`src/hdl/tpg_regs.svh`:
```
// Register offsets, reset values, pin routing masks for the GPIO ports
`ifndef TPG_REGS_SVH
`define TPG_REGS_SVH

// Mode select registers, one per port
`define TPG_MODE1_ADDR 16'hF820
`define TPG_MODE2_ADDR 16'hF822
`define TPG_MODE3_ADDR 16'hF824

// Pin level, output latch and direction registers
`define TPG_LEVEL1_ADDR 16'hF860
`define TPG_LATCH1_ADDR 16'hF862
`define TPG_DIR1_ADDR 16'hF864
`define TPG_LEVEL2_ADDR 16'hF868
`define TPG_LATCH2_ADDR 16'hF86A
`define TPG_DIR2_ADDR 16'hF86C
`define TPG_LEVEL3_ADDR 16'hF870
`define TPG_LATCH3_ADDR 16'hF872
`define TPG_DIR3_ADDR 16'hF874

// Reset values
`define TPG_MODE_RESET 8'h00
`define TPG_DIR_RESET 8'hFF
`define TPG_LATCH_RESET 8'hFF

// Pins whose peripheral signal is an output of the device
`define TPG_P1_PERIPH_OUT 8'hA6
`define TPG_P2_PERIPH_OUT 8'h5F
`define TPG_P3_PERIPH_OUT 8'h43

// Pins with a weak pull-up after reset; all others pull down
`define TPG_P1_PULL_UP 8'h3F
`define TPG_P2_PULL_UP 8'h9F
`define TPG_P3_PULL_UP 8'h00

// Value of the bus read data when no register answers
`define TPG_UNMAPPED_DATA 8'h00

`endif

```
`src/hdl/tpg_pkg.sv`:
```
// Types shared by the GPIO port modules
package tpg_pkg;

	typedef logic [7:0] tpg_byte_t;

	// Which register of a port an access selects
	typedef enum logic [2:0]
	{
		TPG_SEL_NONE = 3'b000,
		TPG_SEL_MODE = 3'b001,
		TPG_SEL_DIR = 3'b010,
		TPG_SEL_LATCH = 3'b011,
		TPG_SEL_LEVEL = 3'b100
	} tpg_sel_t;

	// State of one port
	typedef struct packed
	{
		tpg_byte_t mode;
		tpg_byte_t dir;
		tpg_byte_t latch;
		logic pulls_on;
		tpg_byte_t sync1;
		tpg_byte_t sync2;
	} tpg_port_state_t;

	// State of the top: read data and registered pin drive
	typedef struct packed
	{
		tpg_byte_t rdata;
		logic rvalid;
		logic [2:0][7:0] drive;
		logic [2:0][7:0] enable;
	} tpg_top_state_t;

endpackage

```
`src/hdl/tpg_port_if.sv`:
```
// Carrier between the bus decode in the top and one port register set
`timescale 1ns/100ps
interface tpg_port_if;
	import tpg_pkg::*;

	logic wr_mode;
	logic wr_dir;
	logic wr_latch;
	tpg_byte_t wdata;
	tpg_byte_t mode;
	tpg_byte_t dir;
	tpg_byte_t latch;
	tpg_byte_t level;
	logic pulls_on;

	modport ctrl
	(
		output wr_mode, wr_dir, wr_latch, wdata,
		input mode, dir, latch, level, pulls_on
	);

	modport regs
	(
		input wr_mode, wr_dir, wr_latch, wdata,
		output mode, dir, latch, level, pulls_on
	);

endinterface

```
`src/hdl/tpg_port.sv`:
```
// Register set and pin synchroniser of one eight-pin port
`timescale 1ns/100ps
`include "tpg_regs.svh"
module tpg_port
(
	input wire logic clk_in, // System clock
	input wire logic reset_n_in, // Synchronous reset, active low
	tpg_port_if.regs bus, // Register access from the top
	input wire tpg_pkg::tpg_byte_t pin_in // Raw pin levels
);
	import tpg_pkg::*;

	tpg_port_state_t st_r;
	tpg_port_state_t st_nxt;

	// Next state: register writes, pull flag, two-stage synchroniser
	always_comb
	begin
		st_nxt = st_r;
		st_nxt.sync1 = pin_in;
		st_nxt.sync2 = st_r.sync1;
		if (bus.wr_mode)
		begin
			st_nxt.mode = bus.wdata;
			st_nxt.pulls_on = 1'b0;
		end
		if (bus.wr_dir)
		begin
			st_nxt.dir = bus.wdata;
		end
		if (bus.wr_latch)
		begin
			st_nxt.latch = bus.wdata;
		end
	end

	// Reset leaves pins as I/O inputs with pulls on
	always_ff @(posedge clk_in)
	begin
		if (!reset_n_in)
		begin
			st_r.mode <= `TPG_MODE_RESET;
			st_r.dir <= `TPG_DIR_RESET;
			st_r.latch <= `TPG_LATCH_RESET;
			st_r.pulls_on <= 1'b1;
			st_r.sync1 <= 8'h00;
			st_r.sync2 <= 8'h00;
		end
		else
		begin
			st_r <= st_nxt;
		end
	end

	// Values seen by the top
	assign bus.mode = st_r.mode;
	assign bus.dir = st_r.dir;
	assign bus.latch = st_r.latch;
	assign bus.level = st_r.sync2;
	assign bus.pulls_on = st_r.pulls_on;

endmodule

```
`src/hdl/tpg_top.sv`:
```
// Three multiplexed eight-pin GPIO ports with peripheral pin routing
// Notes on behaviour
// - Three identical eight-pin ports, each with mode, direction, latch, level
// - Mode bit one hands pin to peripheral; zero gives software control
// - Peripheral mode follows peripheral direction; direction and latch ignored
// - I/O mode, direction one, latch one: pin floats as an input
// - I/O mode, direction one: latch zero drives low, one floats
// - I/O mode, direction zero: latch value driven both high and low
// - Latch reads return stored value, never the pin level
// - Level register reads pins in any mode; writes are ignored
// - Mode, direction, latch read/write; level read-only; all I/O mapped
// - Reset makes every pin an I/O input; direction and latch all ones
// - Weak pulls on from reset, up or down per pin
// - Any mode register write turns that port's pulls off until reset
// - Port 1 carries serial modem and bus lock/hold; port 2 selects, serial
// - Port 3 carries timers, four interrupts, power-down and serial clock
`timescale 1ns/100ps
`include "tpg_regs.svh"
module tpg_top
(
	input wire logic clk_in, // System clock, 50 MHz
	input wire logic reset_n_in, // Synchronous reset, active low
	// Processor I/O space access
	input wire logic [15:0] io_addr_in, // I/O byte address
	input wire logic io_wr_in, // Write strobe, one cycle
	input wire logic io_rd_in, // Read strobe, one cycle
	input wire tpg_pkg::tpg_byte_t io_wdata_in, // Write data
	output tpg_pkg::tpg_byte_t io_rdata_out, // Read data, registered
	output logic io_rvalid_out, // Read data valid pulse
	// Pins, five signals per pin
	input wire tpg_pkg::tpg_byte_t port1_pin_in, // Port 1 pin level
	input wire tpg_pkg::tpg_byte_t port2_pin_in, // Port 2 pin level
	input wire tpg_pkg::tpg_byte_t port3_pin_in, // Port 3 pin level
	output tpg_pkg::tpg_byte_t port1_pin_out, // Port 1 drive value
	output tpg_pkg::tpg_byte_t port2_pin_out, // Port 2 drive value
	output tpg_pkg::tpg_byte_t port3_pin_out, // Port 3 drive value
	output tpg_pkg::tpg_byte_t port1_pin_oe_out, // Port 1 drive enable
	output tpg_pkg::tpg_byte_t port2_pin_oe_out, // Port 2 drive enable
	output tpg_pkg::tpg_byte_t port3_pin_oe_out, // Port 3 drive enable
	output tpg_pkg::tpg_byte_t port1_weak_pull_high_out, // Weak pull-ups
	output tpg_pkg::tpg_byte_t port2_weak_pull_high_out, // Weak pull-ups
	output tpg_pkg::tpg_byte_t port3_weak_pull_high_out, // Weak pull-ups
	output tpg_pkg::tpg_byte_t port1_weak_pull_low_out, // Weak pull-downs
	output tpg_pkg::tpg_byte_t port2_weak_pull_low_out, // Weak pull-downs
	output tpg_pkg::tpg_byte_t port3_weak_pull_low_out, // Weak pull-downs
	// Peripheral outputs bound for pins
	input wire logic serial0_request_to_send_n_in, // Port 1 bit 1
	input wire logic serial0_terminal_ready_n_in, // Port 1 bit 2
	input wire logic bus_lock_n_in, // Port 1 bit 5
	input wire logic bus_hold_ack_in, // Port 1 bit 7
	input wire logic [4:0] chip_select_n_in, // Port 2 bits 4..0
	input wire logic serial0_transmit_line_in, // Port 2 bit 6
	input wire logic timer0_output_in, // Port 3 bit 0
	input wire logic timer1_output_in, // Port 3 bit 1
	input wire logic power_down_indicator_in, // Port 3 bit 6
	// Pin levels delivered to peripheral inputs
	output logic serial0_carrier_detect_n_out, // Port 1 bit 0
	output logic serial0_set_ready_n_out, // Port 1 bit 3
	output logic serial0_ring_indicator_n_out, // Port 1 bit 4
	output logic bus_hold_req_out, // Port 1 bit 6
	output logic serial0_receive_line_out, // Port 2 bit 5
	output logic serial0_clear_to_send_n_out, // Port 2 bit 7
	output logic [3:0] irq_input_out, // Port 3 bits 5..2
	output logic serial_comm_clock_out // Port 3 bit 7
);
	import tpg_pkg::*;

	localparam int NPORTS = 3;

	// Per-port routing constants, indexed by port number minus one
	localparam logic [NPORTS-1:0][7:0] PERIPH_OUT =
		{`TPG_P3_PERIPH_OUT, `TPG_P2_PERIPH_OUT, `TPG_P1_PERIPH_OUT};
	localparam logic [NPORTS-1:0][7:0] PULL_UP =
		{`TPG_P3_PULL_UP, `TPG_P2_PULL_UP, `TPG_P1_PULL_UP};

	tpg_top_state_t st_r;
	tpg_top_state_t st_nxt;

	tpg_port_if port_bus [NPORTS] ();

	logic [NPORTS-1:0][7:0] raw_pin;
	logic [NPORTS-1:0][7:0] periph_data;
	logic [NPORTS-1:0][7:0] periph_seen;
	logic [NPORTS-1:0][7:0] mode_v;
	logic [NPORTS-1:0][7:0] dir_v;
	logic [NPORTS-1:0][7:0] latch_v;
	logic [NPORTS-1:0][7:0] level_v;
	logic [NPORTS-1:0] pulls_v;
	logic [NPORTS-1:0][7:0] pull_on;
	logic [1:0] acc_port;
	tpg_sel_t acc_sel;

	// Address decode: picks a port and one of its four registers
	always_comb
	begin
		acc_port = 2'd0;
		acc_sel = TPG_SEL_NONE;
		unique case (io_addr_in)
			`TPG_MODE1_ADDR:
			begin
				acc_port = 2'd0;
				acc_sel = TPG_SEL_MODE;
			end
			`TPG_LEVEL1_ADDR:
			begin
				acc_port = 2'd0;
				acc_sel = TPG_SEL_LEVEL;
			end
			`TPG_LATCH1_ADDR:
			begin
				acc_port = 2'd0;
				acc_sel = TPG_SEL_LATCH;
			end
			`TPG_DIR1_ADDR:
			begin
				acc_port = 2'd0;
				acc_sel = TPG_SEL_DIR;
			end
			`TPG_MODE2_ADDR:
			begin
				acc_port = 2'd1;
				acc_sel = TPG_SEL_MODE;
			end
			`TPG_LEVEL2_ADDR:
			begin
				acc_port = 2'd1;
				acc_sel = TPG_SEL_LEVEL;
			end
			`TPG_LATCH2_ADDR:
			begin
				acc_port = 2'd1;
				acc_sel = TPG_SEL_LATCH;
			end
			`TPG_DIR2_ADDR:
			begin
				acc_port = 2'd1;
				acc_sel = TPG_SEL_DIR;
			end
			`TPG_MODE3_ADDR:
			begin
				acc_port = 2'd2;
				acc_sel = TPG_SEL_MODE;
			end
			`TPG_LEVEL3_ADDR:
			begin
				acc_port = 2'd2;
				acc_sel = TPG_SEL_LEVEL;
			end
			`TPG_LATCH3_ADDR:
			begin
				acc_port = 2'd2;
				acc_sel = TPG_SEL_LATCH;
			end
			`TPG_DIR3_ADDR:
			begin
				acc_port = 2'd2;
				acc_sel = TPG_SEL_DIR;
			end
			default: acc_sel = TPG_SEL_NONE; // Unmapped address
		endcase
	end

	// Pins as a packed array, port 1 in slot 0
	assign raw_pin = {port3_pin_in, port2_pin_in, port1_pin_in};

	// Peripheral outputs placed on their pins; input slots stay zero
	assign periph_data[0] = {bus_hold_ack_in, 1'b0, bus_lock_n_in,
		2'b00, serial0_terminal_ready_n_in,
		serial0_request_to_send_n_in, 1'b0};
	assign periph_data[1] = {1'b0, serial0_transmit_line_in, 1'b0,
		chip_select_n_in};
	assign periph_data[2] = {1'b0, power_down_indicator_in, 4'h0,
		timer1_output_in, timer0_output_in};

	// One register set per port; the top never reads a raw pin itself
	generate
		for (genvar p = 0; p < NPORTS; p++)
		begin : g_port
			// Write strobes go to the addressed port only
			assign port_bus[p].wr_mode = io_wr_in &&
				acc_port == 2'(p) && acc_sel == TPG_SEL_MODE;
			assign port_bus[p].wr_dir = io_wr_in &&
				acc_port == 2'(p) && acc_sel == TPG_SEL_DIR;
			assign port_bus[p].wr_latch = io_wr_in &&
				acc_port == 2'(p) && acc_sel == TPG_SEL_LATCH;
			assign port_bus[p].wdata = io_wdata_in;
			assign mode_v[p] = port_bus[p].mode;
			assign dir_v[p] = port_bus[p].dir;
			assign latch_v[p] = port_bus[p].latch;
			assign level_v[p] = port_bus[p].level;
			assign pulls_v[p] = port_bus[p].pulls_on;

			tpg_port u_port
			(
				.clk_in(clk_in),
				.reset_n_in(reset_n_in),
				.bus(port_bus[p]),
				.pin_in(raw_pin[p])
			);

			// Peripheral inputs see the synchronised pin in peripheral
			// mode, else their idle level so no false event appears
			assign periph_seen[p] = (mode_v[p] & level_v[p]) |
				(~mode_v[p] & PULL_UP[p]);

			// Pulls stay on while reset is held and until a mode write
			assign pull_on[p] = {8{pulls_v[p] | ~reset_n_in}};
		end
	endgenerate

	// Pin drive per bit; the state is registered below
	always_comb
	begin
		st_nxt = st_r;
		st_nxt.rvalid = io_rd_in;
		for (int p = 0; p < NPORTS; p++)
		begin
			for (int b = 0; b < 8; b++)
			begin
				if (mode_v[p][b])
				begin
					st_nxt.drive[p][b] = periph_data[p][b];
					st_nxt.enable[p][b] = PERIPH_OUT[p][b];
				end
				else if (dir_v[p][b])
				begin
					st_nxt.drive[p][b] = 1'b0;
					st_nxt.enable[p][b] = ~latch_v[p][b];
				end
				else
				begin
					st_nxt.drive[p][b] = latch_v[p][b];
					st_nxt.enable[p][b] = 1'b1;
				end
			end
		end
		// Read data is captured on the strobe edge and held until next read
		if (io_rd_in)
		begin
			unique case (acc_sel)
				TPG_SEL_MODE: st_nxt.rdata = mode_v[acc_port];
				TPG_SEL_DIR: st_nxt.rdata = dir_v[acc_port];
				TPG_SEL_LATCH: st_nxt.rdata = latch_v[acc_port];
				TPG_SEL_LEVEL: st_nxt.rdata = level_v[acc_port];
				default: st_nxt.rdata = `TPG_UNMAPPED_DATA;
			endcase
		end
	end

	// State register
	always_ff @(posedge clk_in)
	begin
		if (!reset_n_in)
		begin
			st_r.rdata <= `TPG_UNMAPPED_DATA;
			st_r.rvalid <= 1'b0;
			st_r.drive <= '0;
			st_r.enable <= '0;
		end
		else
		begin
			st_r <= st_nxt;
		end
	end

	// Bus answer
	assign io_rdata_out = st_r.rdata;
	assign io_rvalid_out = st_r.rvalid;

	// Pin drive; enables drop at once while reset is low, so the pins
	// let go without waiting for a clock edge
	assign port1_pin_out = st_r.drive[0];
	assign port2_pin_out = st_r.drive[1];
	assign port3_pin_out = st_r.drive[2];
	assign port1_pin_oe_out = st_r.enable[0] & {8{reset_n_in}};
	assign port2_pin_oe_out = st_r.enable[1] & {8{reset_n_in}};
	assign port3_pin_oe_out = st_r.enable[2] & {8{reset_n_in}};

	// Weak pulls, direction fixed per pin
	assign port1_weak_pull_high_out = pull_on[0] & PULL_UP[0];
	assign port2_weak_pull_high_out = pull_on[1] & PULL_UP[1];
	assign port3_weak_pull_high_out = pull_on[2] & PULL_UP[2];
	assign port1_weak_pull_low_out = pull_on[0] & ~PULL_UP[0];
	assign port2_weak_pull_low_out = pull_on[1] & ~PULL_UP[1];
	assign port3_weak_pull_low_out = pull_on[2] & ~PULL_UP[2];

	// Port 1 inputs: serial modem status and bus hold request
	assign serial0_carrier_detect_n_out = periph_seen[0][0];
	assign serial0_set_ready_n_out = periph_seen[0][3];
	assign serial0_ring_indicator_n_out = periph_seen[0][4];
	assign bus_hold_req_out = periph_seen[0][6];

	// Port 2 inputs: serial receive and clear-to-send
	assign serial0_receive_line_out = periph_seen[1][5];
	assign serial0_clear_to_send_n_out = periph_seen[1][7];

	// Port 3 inputs: interrupt requests and serial clock
	assign irq_input_out = periph_seen[2][5:2];
	assign serial_comm_clock_out = periph_seen[2][7];

endmodule

```
`config.mk`:
```
export PLATFORM = sky130hd
export DESIGN_NAME = tpg_top
export DESIGN_NICKNAME = d
export VERILOG_FILES = /design/src/hdl/tpg_pkg.sv /design/src/hdl/tpg_port_if.sv /design/src/hdl/tpg_port.sv /design/src/hdl/tpg_top.sv
export VERILOG_INCLUDE_DIRS = /design/src /design/src/hdl
export SDC_FILE = /design/constraint.sdc
export NUM_CORES = 1
export LEC_CHECK = 0
export ABC_CLOCK_PERIOD_IN_PS = 2300
export BUFFER_PORTS_ARGS = -buffer_cell sky130_fd_sc_hd__buf_2
export CORE_MARGIN = 2
export CORE_UTILIZATION = 30
export DETAILED_ROUTE_END_ITERATION = 8
export PLACE_DENSITY_LB_ADDON = 0.25
export RECOVER_POWER = 25
export SLEW_MARGIN = 30
export SYNTH_ARGS = -nofsm -noshare
export SYNTH_HDL_FRONTEND = slang
export SYNTH_HIERARCHICAL = 1
export SYNTH_SLANG_ARGS = --single-unit
```
`constraint.sdc`:
```
create_clock -name clk_in -period 2.3 [get_ports clk_in]
set_input_delay 0.46 -clock clk_in [delete_from_list [all_inputs] [get_ports clk_in]]
set_output_delay 0.46 -clock clk_in [all_outputs]
set_load 0.1 [all_outputs]
```
==> run_results.csv <==
group,metric,value,unit
floorplan,dieWidth,166,µm
timing,clock_skew,0.00785,ns
floorplan,initial_core_util,30.4,%
layout,antenna_cells,0,
cts,cts_htree_levels,4,
worst_setup_path,slowest_delay,0.45,ns
worst_hold_path,hp-class,"in -> reg",
cts,cts_hold_buffers,0,
route,routed_wirelength,21600,µm
worst_setup_path,critical_path.slowest_cell,"a2111oi_0",
worst_setup_path,required,2.62,ns
power,peakVddDrop,0.000294,V
route,post-route-drc-count,0,
worst_setup_path,arrival,2.46,ns
placed_design,dp_cells,1261,
layout,stdcell_count,1292,
global_routing,grt_usage,15.6,%
synthesis,synthArstFlopShare,0,%
synthesis,syn_area,7840,µm²
route,avgRoutedWirePerCell,16.7,µm
route,routed_via_density,4.57,
floorplan,rows,59,
timing,fmax,0.469,GHz
layout,multi_input_area,3490,µm²
placed_design,io_buffers,156,
global_routing,grt_pass1_wl,32900,µm
placed_design,place_congestion,0.861,
global_routing,grtUsageMet3,3.54,%
synthesis,ys_warn_count,6,
global_routing,gr-max-usage-layer,"met2",
layout,layout.nets,1010,
layout,fillers,2641,
layout,seqCellArea,3600,µm²
synthesis,synth-edff-count,0,
synthesis,yosysMostFrequentCell,"dfxtp_1",
timing,worst_pin_slew,0.939,ns
synthesis,synthTopCellsByArea,"dfxtp_1, mux2i_1, buf_4",
timing,report.final.slew_viol_count,0,
cts,cts_tree,"yes",
global_routing,overflow,0,
cts,clk_latency,0.43,ns
synthesis,synthTopCellsByCount,"dfxtp_1, buf_4, and2_1",
floorplan,core-area,25800,µm²
worst_setup_path,cp_cell_sequence,"buf_2, buf_4, and2_1, o21ai_1, nor4_2, buf_4, buf_4, a2111oi_0, a211oi_1, or3_1",
global_routing,grt_pass1_vias,5561,
power,power.density,667,nW/µm²
global_routing,use_met1,20.7,%
power,seqPwrFrac,47.8,%
floorplan,die_y,166,µm
floorplan,die_area,27500,µm²
route,first_iter_violations,356,
cts,clockRootBuffer,"clkbuf_16",
power,p_sw,1.63,mW
power,total_power,6.63,mW
power,sw_frac_of_total,24.6,%
job,cap_violations,0,
worst_setup_path,crit_top_cell,"buf_4",
timing,grt_setup_unrepaired,"no",
timing,finalSetupViolations,0,
power,pwr-share-comb,6.8,%
synthesis,netlist.area_leader.share,45.9,%
global_routing,met2_usage,25.6,%
cts,clk_path_buf_depth,2,
timing,final_hold_viol_count,0,
placed_design,post-dp-hpwl,16200,µm
synthesis,synth-seq-area-share,45.9,%
power,power.internal,5.00,mW
worst_setup_path,cp-end-kind,"flip-flop",
power,p_leak,4.07,nW
power,clkPwrFrac,45.4,%
route,vias,5898,
timing,min_period,2.13,ns
timing,fin_crit_sh,92.8,%
worst_setup_path,crit_fanout,8,
floorplan,io_pins,181,
cts,ctsResizeCount,0,
synthesis,synth_top_area_cell,"dfxtp_1",
layout,area_growth,26.8,%
synthesis,synthFlopType,"dfxtp_1",
synthesis,syn-mean-instance-area,9.86,µm²
synthesis,synth-seq-cells,180,
cts,cts_buffers,17,
route,ant_nets,0,
synthesis,synthDistinctLibCells,64,
global_routing,antenna_found_initial,1,
cts,post-cts-setup-buffer-count,0,
run_status,status,"finished, final reports clean",
layout,drive_gt1_share,31.3,%
cts,cts.clk_slew.worst_paths,0.07,ns
global_routing,grt_start_max_net_pins,36,
timing,slew-limit-headroom,37.4,%
route,firstDrtPassIters,5,
cts,cts.sinks,180,
worst_setup_path,critical_path_class,"in -> reg",
worst_setup_path,start_kind,"input port",
synthesis,syn_inst,795,
==> through the flow <==
| stage | TNS (ns) | hold slack (ns) | worst slack, ns | utilization, % | instance area [µm²] |
|---|---|---|---|---|---|
| after floorplan | -1.25 | 0.412 | -0.0597 | - | 7970 |
| after global placement | -14.36 | 0.416 | -0.247 | 36.2 | 9350 |
| after detailed placement | -16.03 | 0.418 | -0.252 | 36.2 | 9350 |
| after CTS | 0 | 0.208 | 0.187 | 38.5 | 9950 |
| after global routing | 0 | 0.216 | 0.0139 | 38.5 | 9940 |
| final | 0 | 0.229 | 0.166 | 38.5 | 9940 |
==> logic make-up after synthesis <==
| kind of cell | after synthesis | synth area share (%) |
|---|---|---|
| fa+ha+maj | 1 | 0.128 |
| mux | 72 | 9.19 |
| xor+xnor | 1 | 0.112 |
| flops | 180 | 45.9 |
| simple gates | 291 | 22.4 |
| compound gates | 120 | 11.1 |
| buf+inv | 129 | 11.1 |
| other cells | 1 | 0.0478 |
==> area by class of cell <==
cell class | count | area share [%]
sequential | 180 | 36.2
tap | 335 | 4.22
inverter | 8 | 0.302
clock inverter | 14 | 1.77
timing repair buffer | 229 | 18.0
multi-input combinational | 509 | 35.1
clock buffer | 17 | 4.28
==> routing by layer <==
| metal | wire length [µm] | share of wire [%] | up-vias |
|---|---|---|---|
| met5 | 13 | 0.060 | - |
| met4 | 295 | 1.4 | 2 |
| met3 | 996 | 4.6 | 26 |
| met2 | 10200 | 47 | 163 |
| met1 | 10100 | 47 | 2786 |
| li1 | - | - | 2921 |
==> worst paths after layout <==
| kind | slack, ns | cells past startpoint | from | to |
|---|---|---|---|---|
| max | 0.17 | 10 | io_addr_in[6] | io_rdata_out[6] |
| min | 0.23 | 2 | port3_pin_in[2] | g_port[2].u_port/st_nxt[2] |
| max reg2reg | 0.83 | 5 | g_port[1].u_port/bus.latch[6] | io_rdata_out[6] |
| min reg2reg | 0.43 | 1 | g_port[2].u_port/st_nxt[5] | g_port[2].u_port/bus.level[5] |
==> state kept, by name, indices dropped and copies added (netlist names) <==
| signal | cells |
|---|---|
| g_port.u_port/bus.mode | 24 |
| port3_pin_out | 8 |
| port2_pin_out | 8 |
| g_port.u_port/bus.pulls_on | 3 |
| port1_pin_out | 8 |
| g_port.u_port/bus.level | 24 |
| io_rdata_out | 8 |
| st_r | 24 |
| g_port.u_port/bus.dir | 24 |
| g_port.u_port/bus.latch | 24 |
| g_port.u_port/st_nxt | 24 |
| io_rvalid_out | 1 |
==> power by group through the flow <==
| stage | Combinational (mW) | Sequential (mW) | Clock [mW] |
|---|---|---|---|
| 2_1_floorplan | 0.330 | 3.24 | 0 |
| 3_3_place_gp | 0.452 | 3.24 | 0 |
| 3_5_place_dp | 0.454 | 3.24 | 0 |
| 4_1_cts | 0.454 | 3.17 | 3.09 |
| 5_1_grt | 0.475 | 3.17 | 3.21 |
| 6_report | 0.450 | 3.17 | 3.01 |
==> critical path, delay by kind of cell <==
kind,cells,cell delay [ns]
AO/OA/AOI/OAI,3,0.83
buffers and inverters,4,0.63
AND/OR/NAND/NOR,3,0.53
==> cell usage in the layout, fill, tap and decap left out, types with 12 or more instances in the layout <==
cell       instances
dfxtp_1          180
buf_2            131
mux2i_1           72
nand2_1           71
buf_4             62
and2_1            55
nor2b_1           39
a21oi_1           38
buf_12            33
and2_2            24
nor3b_1           24
conb_1            24
clkbuf_16         17
nand2b_1          16
o21a_1            13
a22o_1            12
(Power assumes the default switching activity.)
